--- config.mk ---
export PLATFORM = sky130hd
export DESIGN_NAME = dual_image_boot_sequencer
export DESIGN_NICKNAME = d
export VERILOG_FILES = /design/src/boot_seq_pkg.sv /design/src/dual_image_boot_sequencer.sv /design/src/tick_divider.sv
export VERILOG_INCLUDE_DIRS = /design/src
export SDC_FILE = /design/constraint.sdc
export NUM_CORES = 1
export LEC_CHECK = 0
export BUFFER_PORTS_ARGS = -buffer_cell sky130_fd_sc_hd__clkbuf_2
export CAP_MARGIN = 20
export CORE_UTILIZATION = 50
export DETAILED_ROUTE_END_ITERATION = 8
export MAX_ROUTING_LAYER = met4
export PLACE_DENSITY = 0.73
export SYNTH_ARGS = -nofsm -noshare
export SYNTH_HDL_FRONTEND = slang
export SYNTH_SLANG_ARGS = --single-unit
--- constraint.sdc ---
create_clock -name aclk -period 2.03 [get_ports aclk]
set_input_delay 0.1015 -clock aclk [delete_from_list [all_inputs] [get_ports aclk]]
set_output_delay 0.1015 -clock aclk [all_outputs]
set_load 0.02 [all_outputs]
--- src/boot_seq_map.svh ---
`ifndef BOOT_SEQ_MAP_SVH
`define BOOT_SEQ_MAP_SVH

// Register byte offsets
`define CTRL_OFS 5'h00
`define STAT_OFS 5'h04
`define IRQ_STAT_OFS 5'h08
`define IRQ_MASK_OFS 5'h0c
`define ADDR_OFS 5'h10

// Field positions
`define CTRL_RUN 0
`define CTRL_APP 1
`define IRQ_BOOT 0
`define IRQ_ERR 1
`define IRQ_APP 2

// Reset values
`define ADDR_RST 24'h400000
`define MASK_RST 3'h0

// Updater parameter codes
`define PRM_APP_SEL 3'h5
`define PRM_ADDR 3'h4
`define PRM_WDOG 3'h3

// Timing
`define CLK_MHZ 125
`define STEP_MS 1000
`define STEP_CYC (`STEP_MS * `CLK_MHZ * 1000)
`define HB_MS 100
`define HB_CYC (`HB_MS * `CLK_MHZ * 1000)
`define APP_S 7
`define APP_TICKS (`APP_S * 1000 / `STEP_MS)
`endif

--- src/boot_seq_pkg.sv ---
package boot_seq_pkg;

    // Sequencer states, in their displayed order
    typedef enum logic [3:0] {
        ST_RESET, ST_RELEASE, ST_EMPTY, ST_APPSEL,
        ST_ADDR, ST_WDOG, ST_BOOT, ST_HOLD, ST_APP
    } state_type;

    // Port toward the remote update circuitry
    typedef struct packed {
        logic rst;
        logic app_sel;
        logic wr;
        logic [2:0] param;
        logic [23:0] data;
        logic reconfig;
    } upd_type;

    // Whole state of the sequencer and its bus slave
    typedef struct packed {
        state_type st;
        upd_type upd;
        logic [3:0] led;
        logic hb;
        logic blink;
        logic [7:0] app_cnt;
        logic [1:0] ctrl;
        logic [23:0] app_addr;
        logic [2:0] irq_stat;
        logic [2:0] irq_mask;
        logic irq;
        logic awready;
        logic wready;
        logic aw_ok;
        logic w_ok;
        logic [4:0] awaddr;
        logic [31:0] wdata;
        logic [3:0] wstrb;
        logic bvalid;
        logic [1:0] bresp;
        logic arready;
        logic rvalid;
        logic [31:0] rdata;
        logic [1:0] rresp;
    } core_type;

endpackage

--- src/dual_image_boot_sequencer.sv ---
// Local design decisions: the AXI4-Lite register port and the placing of the registers.
`timescale 1ns/1ps
`include "boot_seq_map.svh"
module dual_image_boot_sequencer #(
    parameter int STEP_CYC = `STEP_CYC,
    parameter int HB_CYC = `HB_CYC,
    parameter int APP_TICKS = `APP_TICKS,
    parameter bit APP_IMAGE = 1'b0
) (
    input wire logic aclk,
    input wire logic aresetn,
    input wire logic [31:0] s_axi_awaddr,
    input wire logic s_axi_awvalid,
    output logic s_axi_awready,
    input wire logic [31:0] s_axi_wdata,
    input wire logic [3:0] s_axi_wstrb,
    input wire logic s_axi_wvalid,
    output logic s_axi_wready,
    output logic [1:0] s_axi_bresp,
    output logic s_axi_bvalid,
    input wire logic s_axi_bready,
    input wire logic [31:0] s_axi_araddr,
    input wire logic s_axi_arvalid,
    output logic s_axi_arready,
    output logic [31:0] s_axi_rdata,
    output logic [1:0] s_axi_rresp,
    output logic s_axi_rvalid,
    input wire logic s_axi_rready,
    input wire logic upd_error,
    output boot_seq_pkg::upd_type upd,
    output logic [3:0] led,
    output logic irq
);
    // The heartbeat must be visibly faster than the step rate
    if (STEP_CYC < 2 || HB_CYC < 1 || HB_CYC >= STEP_CYC) begin : g_bad_t
        $error("Step and heartbeat periods cannot be served");
    end
    if (APP_TICKS < 1 || APP_TICKS > 255) begin : g_bad_a
        $error("APP_TICKS must lie in 1..255");
    end

    boot_seq_pkg::core_type s_r;
    boot_seq_pkg::core_type s_nxt;
    logic step_tick;
    logic hb_tick;

    // Number shown on the state LEDs
    function automatic logic [2:0] state_num(
        input boot_seq_pkg::state_type st
    );
        case (st)
            boot_seq_pkg::ST_RESET: state_num = 3'h0;
            boot_seq_pkg::ST_RELEASE: state_num = 3'h1;
            boot_seq_pkg::ST_EMPTY: state_num = 3'h2;
            boot_seq_pkg::ST_APPSEL: state_num = 3'h3;
            boot_seq_pkg::ST_ADDR: state_num = 3'h4;
            boot_seq_pkg::ST_WDOG: state_num = 3'h5;
            boot_seq_pkg::ST_BOOT: state_num = 3'h6;
            default: state_num = 3'h7;
        endcase
    endfunction

    // Byte-lane merge of a write into a register of up to 32 bits
    function automatic logic [31:0] merge(
        input logic [31:0] old,
        input logic [31:0] wd,
        input logic [3:0] be
    );
        merge = old;
        for (int i = 0; i < 4; i++) begin
            if (be[i]) begin
                merge[i*8 +: 8] = wd[i*8 +: 8];
            end
        end
    endfunction

    // Step pacing, so every state stays visible long enough
    tick_divider #(
        .DIV(STEP_CYC)
    ) u_step (
        .aclk(aclk),
        .aresetn(aresetn),
        .tick(step_tick)
    );

    // Heartbeat rate, independent of the state machine
    tick_divider #(
        .DIV(HB_CYC)
    ) u_hb (
        .aclk(aclk),
        .aresetn(aresetn),
        .tick(hb_tick)
    );

    // Next-state logic for bus slave, registers and sequencer
    always_comb begin
        logic [2:0] set;
        logic [2:0] clr;
        logic adv;
        logic do_wr;
        logic [31:0] mg;
        set = 3'h0;
        clr = 3'h0;
        mg = 32'h0;
        s_nxt = s_r;
        s_nxt.upd.wr = 1'b0;
        adv = step_tick && s_r.ctrl[`CTRL_RUN];

        // Address and data may arrive in either order
        if (s_r.awready && s_axi_awvalid) begin
            s_nxt.aw_ok = 1'b1;
            s_nxt.awaddr = s_axi_awaddr[4:0];
        end
        if (s_r.wready && s_axi_wvalid) begin
            s_nxt.w_ok = 1'b1;
            s_nxt.wdata = s_axi_wdata;
            s_nxt.wstrb = s_axi_wstrb;
        end
        if (s_r.bvalid && s_axi_bready) begin
            s_nxt.bvalid = 1'b0;
        end
        do_wr = s_r.aw_ok && s_r.w_ok && !s_r.bvalid;
        if (do_wr) begin
            s_nxt.aw_ok = 1'b0;
            s_nxt.w_ok = 1'b0;
            s_nxt.bvalid = 1'b1;
            s_nxt.bresp = 2'h0;
            case (s_r.awaddr)
                `CTRL_OFS: begin
                    mg = merge({30'h0, s_r.ctrl}, s_r.wdata, s_r.wstrb);
                    s_nxt.ctrl = mg[1:0];
                end
                `IRQ_STAT_OFS: begin
                    if (s_r.wstrb[0]) begin
                        clr = s_r.wdata[2:0];
                    end
                end
                `IRQ_MASK_OFS: begin
                    mg = merge({29'h0, s_r.irq_mask}, s_r.wdata, s_r.wstrb);
                    s_nxt.irq_mask = mg[2:0];
                end
                `ADDR_OFS: begin
                    mg = merge({8'h0, s_r.app_addr}, s_r.wdata, s_r.wstrb);
                    s_nxt.app_addr = mg[23:0];
                end
                `STAT_OFS: ;
                default: s_nxt.bresp = 2'h2;
            endcase
        end

        // One read in flight; answer one cycle after the address
        if (s_r.rvalid && s_axi_rready) begin
            s_nxt.rvalid = 1'b0;
        end
        if (s_r.arready && s_axi_arvalid) begin
            s_nxt.rvalid = 1'b1;
            s_nxt.rresp = 2'h0;
            case (s_axi_araddr[4:0])
                `CTRL_OFS: s_nxt.rdata = {30'h0, s_r.ctrl};
                `STAT_OFS: s_nxt.rdata = {24'h0, s_r.upd.reconfig,
                    s_r.st == boot_seq_pkg::ST_APP,
                    s_r.st == boot_seq_pkg::ST_HOLD,
                    2'h0, state_num(s_r.st)};
                `IRQ_STAT_OFS: s_nxt.rdata = {29'h0, s_r.irq_stat};
                `IRQ_MASK_OFS: s_nxt.rdata = {29'h0, s_r.irq_mask};
                `ADDR_OFS: s_nxt.rdata = {8'h0, s_r.app_addr};
                default: begin
                    s_nxt.rdata = 32'h0;
                    s_nxt.rresp = 2'h2;
                end
            endcase
        end

        // Heartbeat runs regardless of state
        if (hb_tick) begin
            s_nxt.hb = ~s_r.hb;
        end

        // Boot sequence; a state's action fires on leaving it
        case (s_r.st)
            boot_seq_pkg::ST_RESET: begin
                s_nxt.upd.rst = 1'b1;
                s_nxt.upd.reconfig = 1'b0;
                if (adv) begin
                    if (s_r.ctrl[`CTRL_APP]) begin
                        s_nxt.st = boot_seq_pkg::ST_APP;
                        s_nxt.app_cnt = 8'h0;
                        s_nxt.blink = 1'b0;
                    end else begin
                        // Release lands with the state change, not later
                        s_nxt.upd.rst = 1'b0;
                        s_nxt.st = boot_seq_pkg::ST_RELEASE;
                    end
                end
            end
            boot_seq_pkg::ST_RELEASE: begin
                s_nxt.upd.rst = 1'b0;
                if (adv) begin
                    s_nxt.st = boot_seq_pkg::ST_EMPTY;
                end
            end
            boot_seq_pkg::ST_EMPTY: begin
                // No action here
                if (adv) begin
                    s_nxt.st = boot_seq_pkg::ST_APPSEL;
                end
            end
            boot_seq_pkg::ST_APPSEL: begin
                if (adv) begin
                    s_nxt.upd.app_sel = 1'b1;
                    s_nxt.upd.wr = 1'b1;
                    s_nxt.upd.param = `PRM_APP_SEL;
                    s_nxt.upd.data = 24'h1;
                    s_nxt.st = boot_seq_pkg::ST_ADDR;
                end
            end
            boot_seq_pkg::ST_ADDR: begin
                if (adv) begin
                    s_nxt.upd.wr = 1'b1;
                    s_nxt.upd.param = `PRM_ADDR;
                    s_nxt.upd.data = s_r.app_addr;
                    s_nxt.st = boot_seq_pkg::ST_WDOG;
                end
            end
            boot_seq_pkg::ST_WDOG: begin
                if (adv) begin
                    s_nxt.upd.wr = 1'b1;
                    s_nxt.upd.param = `PRM_WDOG;
                    s_nxt.upd.data = 24'h0;
                    s_nxt.upd.reconfig = 1'b1;
                    s_nxt.st = boot_seq_pkg::ST_BOOT;
                    set[`IRQ_BOOT] = 1'b1;
                end
            end
            boot_seq_pkg::ST_BOOT: begin
                // Trigger stays high until the device reloads or an updater error parks the sequencer
                s_nxt.upd.reconfig = 1'b1;
            end
            boot_seq_pkg::ST_HOLD: begin
                // Only reset leaves this state
                s_nxt.st = boot_seq_pkg::ST_HOLD;
            end
            boot_seq_pkg::ST_APP: begin
                if (hb_tick) begin
                    s_nxt.blink = ~s_r.blink;
                end
                if (step_tick) begin
                    s_nxt.app_cnt = s_r.app_cnt + 8'h1;
                    if (s_r.app_cnt == 8'(APP_TICKS - 1)) begin
                        s_nxt.st = boot_seq_pkg::ST_RESET;
                        s_nxt.ctrl[`CTRL_APP] = 1'b0;
                        s_nxt.blink = 1'b0;
                        set[`IRQ_APP] = 1'b1;
                    end
                end
            end
            default: s_nxt.st = boot_seq_pkg::ST_HOLD;
        endcase

        // Updater error during the write phase parks the sequencer
        if (upd_error && (s_r.st == boot_seq_pkg::ST_APPSEL ||
                s_r.st == boot_seq_pkg::ST_ADDR ||
                s_r.st == boot_seq_pkg::ST_WDOG ||
                s_r.st == boot_seq_pkg::ST_BOOT)) begin
            s_nxt.st = boot_seq_pkg::ST_HOLD;
            s_nxt.upd.wr = 1'b0;
            s_nxt.upd.reconfig = 1'b0;
            set[`IRQ_ERR] = 1'b1;
        end

        // A new event wins over a clear in the same cycle
        s_nxt.irq_stat = (s_r.irq_stat & ~clr) | set;
        s_nxt.irq = |(s_nxt.irq_stat & s_nxt.irq_mask);

        // LEDs follow the state being entered
        if (s_nxt.st == boot_seq_pkg::ST_APP) begin
            s_nxt.led = {s_nxt.hb, {3{s_nxt.blink}}};
        end else begin
            s_nxt.led = {s_nxt.hb, state_num(s_nxt.st)};
        end

        // Ready only while the holding slot is free
        s_nxt.awready = !s_nxt.aw_ok && !s_nxt.bvalid;
        s_nxt.wready = !s_nxt.w_ok && !s_nxt.bvalid;
        s_nxt.arready = !s_nxt.rvalid;
    end

    // State register; reset parks the updater in reset
    always_ff @(posedge aclk) begin
        if (!aresetn) begin
            s_r <= '0;
            s_r.upd.rst <= 1'b1;
            s_r.ctrl <= {APP_IMAGE, 1'b1};
            s_r.app_addr <= `ADDR_RST;
            s_r.irq_mask <= `MASK_RST;
        end else begin
            s_r <= s_nxt;
        end
    end

    // Outputs come straight from the state register
    assign s_axi_awready = s_r.awready;
    assign s_axi_wready = s_r.wready;
    assign s_axi_bvalid = s_r.bvalid;
    assign s_axi_bresp = s_r.bresp;
    assign s_axi_arready = s_r.arready;
    assign s_axi_rvalid = s_r.rvalid;
    assign s_axi_rdata = s_r.rdata;
    assign s_axi_rresp = s_r.rresp;
    assign upd = s_r.upd;
    assign led = s_r.led;
    assign irq = s_r.irq;
endmodule

--- src/tick_divider.sv ---
`timescale 1ns/1ps
// Free-running divider giving a one-cycle enable every DIV cycles
module tick_divider #(
    parameter int DIV = 1000
) (
    input wire logic aclk,
    input wire logic aresetn,
    output logic tick
);
    if (DIV < 1) begin : g_bad
        $error("tick_divider: DIV must be at least 1");
    end

    logic [31:0] cnt_r;
    logic [31:0] cnt_nxt;
    logic tick_nxt;

    // Count to DIV-1, then wrap and pulse
    always_comb begin
        tick_nxt = (cnt_r == 32'(DIV - 1));
        cnt_nxt = tick_nxt ? 32'h0 : cnt_r + 32'h1;
    end

    always_ff @(posedge aclk) begin
        if (!aresetn) begin
            cnt_r <= 32'h0;
            tick <= 1'b0;
        end else begin
            cnt_r <= cnt_nxt;
            tick <= tick_nxt;
        end
    end
endmodule

### Word-level counts from Yosys, hierarchy flattened

Cells that the tools add are included.

* register bits: 223
* input bits: 108
* output and inout port bits: 77
* word-level logic and storage cells: 178

* add/subtract/negate cells: 3
* eq/ne operators: 32
* multiplexer cells: 59
* bitwise gates (word level): 7
* reductions and logical operators: 41

Operators by type and width (number)
* 24-bit case mux with 5 select lines: 1
* 28-bit case mux with 3 select lines: 1
* 32-bit by 1-bit adder with 32-bit output (second input constant): 2
* 28-bit two-way mux: 2
* 3-bit case mux with 7 select lines: 2
* 4-bit two-way mux: 9
* 35-bit two-way mux: 1
* 32-bit by 24-bit == test with 1-bit output (second input constant): 1
* 32-bit by 27-bit == test with 1-bit output (second input constant): 1
* 4-bit case mux with 8 select lines: 1
* 29-bit two-way mux: 1
* 4-bit by 3-bit == test with 1-bit output (second input constant): 7
* 26-bit two-way mux: 1
* 24-bit two-way mux: 1
* 3-bit two-way mux: 8
* 8-bit two-way mux: 3
* 5-bit by 4-bit == test with 1-bit output (second input constant): 4
* 9-bit two-way mux: 2
* 9-bit case mux with 2 select lines: 1
* 4-bit by 2-bit == test with 1-bit output (second input constant): 4
* 1-bit two-way mux: 16
* 3-bit AND reduction: 4
* 1-bit logical AND: 11
* 5-bit by 3-bit == test with 1-bit output (second input constant): 2
* other kinds (27): 56

### Logic depth before layout (Yosys ltp)

* word-level depth: 9
* gate-level depth with buffers: 8
* gate-level depth less buffers: 7

### Modules after synthesis

A second synthesis with hierarchy kept.

* cell total of the unflattened synthesis: 1104
* area total of the unflattened synthesis: 9542.9 µm²

Modules (own cells, without submodules)
* dual_image_boot_sequencer: times used 1, cells each 735, area each 6343.6 µm², seq. area each 2922.8 µm²
* tick_divider at u_hb: times used 1, cells each 194, area each 1629.1 µm², seq. area each 660.6 µm²
* tick_divider at u_step: times used 1, cells each 175, area each 1570.3 µm², seq. area each 660.6 µm²

### Worst setup path after synthesis

Ideal clock, no wire load.

* path kind: reg-to-reg
* start: register u_step.cnt_r[9]
* end: register u_step.cnt_r[31]
* library setup time: 0.115 ns
* data arrival time: 1.850 ns
* data required time: 1.915 ns
* setup slack: 0.066 ns
* cell stages (with the launch flop): 7
* buffers on the path: 1
* clock period less this slack: 1.964 ns
* cell sequence: dfxtp_1 -> or3_1 -> or3_1 -> or4_4 -> nand2_4 -> buf_6 -> nor2_1

* cells in the longest elaborated chain, start to end: 2

Ends and longest elaborated chain
* from (decl): RTL line tick_divider.sv:14 `logic [31:0] cnt_r;`
* from (signal assigned): RTL line tick_divider.sv:29 `cnt_r <= cnt_nxt;`
* parallel branches: the longest is 2 deep, another holds 32-bit by 1-bit adder with 32-bit output

Parallel ways; which one is timed is not known.
A chain may end at the register's enable or synchronous reset.

### Final worst setup path

* start: register u_step.cnt_r[30]
* end: register u_step.tick

* cells in the longest elaborated chain, start to end: 1

Ends and longest elaborated chain
* 32-bit by 27-bit == test with 1-bit output: RTL line tick_divider.sv:20 `tick_nxt = (cnt_r == 32'(DIV - 1));`
* to (signal assigned): RTL line tick_divider.sv:30 `tick <= tick_nxt;`
* to (decl): RTL line tick_divider.sv:8 `output logic tick`

No other way between the ends.

==> reports/results.ini <==
[synth]
ys_warn_count = 0
synth_area_um2 = 9181
ys_types = 60
synth_seq_cells = 212
avgSynthCellArea_um2 = 8.446
synth_edf_count = 0
syn-instance-count = 1087
yosysSeqAreaShare = 0.4623
synthArstFlopShare = 0
synth-main-ff-cell = dfxtp_1

[global_route]
antenna_found_initial = 0
grt_util_all_layers = 0.2318
gr-total-overflow = 0
grt_max_degree = 93
grt_pass1_vias = 7037
grt_first_pass_wirelength_um = 34530

[drt]
detail-route-antenna-nets = 0
vias = 7734
wl_per_cell_um = 14.84
drcViolationCount = 0
first_iter_violations = 531
firstDrtPassIters = 4
detail_route.wirelength_um = 21310
viasPerCell = 5.386

[hold_path]
holdCritStartpoint = s_axi_awvalid
hold_path_end = s_r[75]$_SDFFE_PN0P_
min_path_cells = 3
hp-class = in -> reg

[job]
drv_cap = 0

[clocking]
clk_pin_slew_ns = 0.06
clock_sinks = 212
clock_path_buffers = 3
numCtsBuffers = 22
ctsRootBufferMaster = clkbuf_16
tritoncts = built
insertion_delay_ns = 0.51
htree_num_levels = 1

[run_status]
status = finished, final reports clean

[place]
placed_area_um2 = 9756
gp_congestion = 0.8460
pre_cts_ws_ns = 0.0008957
dp_hpwl_um = 14280
port_buffers = 111
dp_cells = 1362

[critical_path]
path_cells = or4_1, or4_1, or4_1, nor2_1
r2r_slack_ns = 0.06
crit_buf_inv = 0
crit_family = simple AND/OR/NAND/NOR gates
cp-start-kind = register
reg2reg_to = u_step.tick$_SDFF_PN0_
reg2regPathDepth = 4
max_stage_delay_ns = 0.48
cp.required_ns = 2.45
slowest_stage = or4_1
crit_fanout = 4
crit_arrival_ns = 2.39
r2r-start = u_step.cnt_r[30]$_SDFF_PP0_
crit_top_cell = or4_1
end_kind = register
path_class = reg -> reg

[cells_and_area]
syn_to_final_growth_pct = 18.64
final_cells = 1436
fill_cells = 1537
nets = 1306
post-route-util = 0.6064
antenna_cells = 0
final_layout_size_suffix_gt1_frac = 0.1723
final_area_um2 = 10890

[floorplanning]
core_um2 = 17960
die-area_um2 = 18910
num_rows = 49
die_w_um = 137.5
fp.dieH_um = 137.5
pin_count = 185
initial_core_util = 0.5111

[timing]
drv_slew = 0
clock_skew_ns = 0.01935
worst_pin_slew_ns = 0.5562
hold_viol = 0
setup_ws_ns = 0.05850
grt_setup_unrepaired = true
fin_tns_setup_ns = 0
timing.hold.ws_ns = 0.01354
timing.final.crit_share = 0.9712
min_period_ns = 1.971
setup_viol = 0
relSlewSlack = 0.6287
fmax_mhz = 507.2

[power]
finalPower_mw = 8.863
power.leakage_nw = 4.308
power.density_nw_per_um2 = 813.6
ir_drop_mv = 0.7124

==> report_power, final <==
part | internal [mW] | total, mW | switching (mW)
registers | 4.21 | 4.26 | 0.0423
logic | 0.169 | 0.416 | 0.247
clock network | 2.59 | 4.19 | 1.60
==> worst register-to-register path, stage by stage (launching register included) <==
cell and delay (ns):
dfxtp_2 0.33, or4_1 0.48, or4_1 0.47, or4_1 0.48, nor2_1 0.12
==> routing by layer <==
metal  up-vias  track usage  routed length, um
met5         -            -                  0
met2       200       0.3546               9531
met4         0      0.07326                446
met1      3612       0.3160              10250
li1       3877            -                  -
met3        45      0.03091               1076
==> timing repair <==
| item | 4_1_cts | 5_1_grt |
|---|---|---|
| endpoints found under the hold margin | 35 | 0 |
| hold buffers | 37 | 0 |
| pin swaps | 1 | 2 |
| resized for setup | 0 | 2 |
| buffers inserted | 0 | 0 |
| setup endpoints to repair | 16 | 5 |
==> cells in the final DEF, fill, tap and decap left out, drive strengths merged, types with 23 or more instances in the layout <==
| cell | instances |
|---|---|
| xnor2 | 36 |
| nor2 | 146 |
| a21oi | 84 |
| mux2i | 23 |
| nand4 | 28 |
| clkbuf | 142 |
| buf | 49 |
| dfxtp | 212 |
| nand2 | 147 |
| xor2 | 28 |
| a22oi | 29 |
| nand3 | 56 |
| dlygate4sd3 | 37 |
==> cells by family after synthesis <==
logic type               count (synthesis)  share of synthesized area
adder cells (fa/ha/maj)                  4                   0.005451
multiplexers                            23                    0.02507
AND/OR/NAND/NOR                        486                     0.2514
other                                    1                  0.0004084
XOR/XNOR                                64                    0.06105
AO/OA/AOI/OAI                          160                     0.1041
flip-flops                             212                     0.4623
buffers and inverters                  137                    0.09021
==> cell usage after synthesis (3+ instances only) <==
| cell | count | area [um2] |
|---|---|---|
| xor2_1 | 28 | 245.2 |
| and2_1 | 4 | 25.02 |
| nor4b_1 | 6 | 52.55 |
| buf_4 | 71 | 533.0 |
| buf_6 | 6 | 67.56 |
| inv_1 | 13 | 48.80 |
| nor2b_1 | 5 | 31.28 |
| ha_1 | 4 | 50.05 |
| clkbuf_1 | 41 | 153.9 |
| o31ai_1 | 6 | 45.04 |
| nor4_1 | 16 | 100.1 |
| nand3_1 | 56 | 280.3 |
| o21ai_0 | 20 | 100.1 |
| nand2b_1 | 6 | 37.54 |
| dfxtp_1 | 212 | 4244 |
| and4_1 | 6 | 52.55 |
| mux2i_1 | 23 | 230.2 |
| nand4_1 | 26 | 162.7 |
| or3_1 | 9 | 56.30 |
| nor3_1 | 18 | 90.09 |
| a21oi_1 | 84 | 420.4 |
| buf_1 | 3 | 11.26 |
| and3_1 | 18 | 112.6 |
| or4_1 | 6 | 45.04 |
| or2_2 | 3 | 18.77 |
| nand2_1 | 146 | 548.0 |
| xnor2_1 | 36 | 315.3 |
| a22oi_1 | 29 | 217.7 |
| nor2_1 | 146 | 548.0 |
==> flip-flops by register name, summed over array words and instances (netlist names), 4 cells and up <==
| name | flops |
|---|---|
| u_hb.cnt_r | 32 |
| upd | 31 |
| s_axi_rdata | 24 |
| s_r | 79 |
| u_step.cnt_r | 32 |
| led | 4 |
==> cell type report <==
type / instances / area (um2) / share of cell area
Clock buffer: 31 / 644.4 / 0.05915
Clock inverter: 6 / 118.9 / 0.01091
Inverter: 14 / 53.80 / 0.004939
Multi-Input combinational cell: 747 / 4163 / 0.3822
Sequential cell: 212 / 4245 / 0.3897
Tap cell: 229 / 286.5 / 0.02630
Timing Repair Buffer: 197 / 1381 / 0.1268
==> worst max-delay path by stage <==
stage,from,end,slack [ns],depth (start not counted)
after floorplan,u_step.cnt_r[9]$_SDFF_PP0_,u_step.cnt_r[31]$_SDFF_PP0_,0.07,6
after global placement,u_step.cnt_r[9]$_SDFF_PP0_,u_step.cnt_r[22]$_SDFF_PP0_,0.02,6
after detailed placement,u_step.cnt_r[9]$_SDFF_PP0_,u_step.cnt_r[21]$_SDFF_PP0_,0.0009,6
after CTS,u_step.cnt_r[30]$_SDFF_PP0_,u_step.tick$_SDFF_PN0_,0.03,4
after global routing,u_step.cnt_r[30]$_SDFF_PP0_,u_step.tick$_SDFF_PN0_,-0.004,4
final,u_step.cnt_r[30]$_SDFF_PP0_,u_step.tick$_SDFF_PN0_,0.06,4
Note: power is estimated with default switching activity, not from simulation.
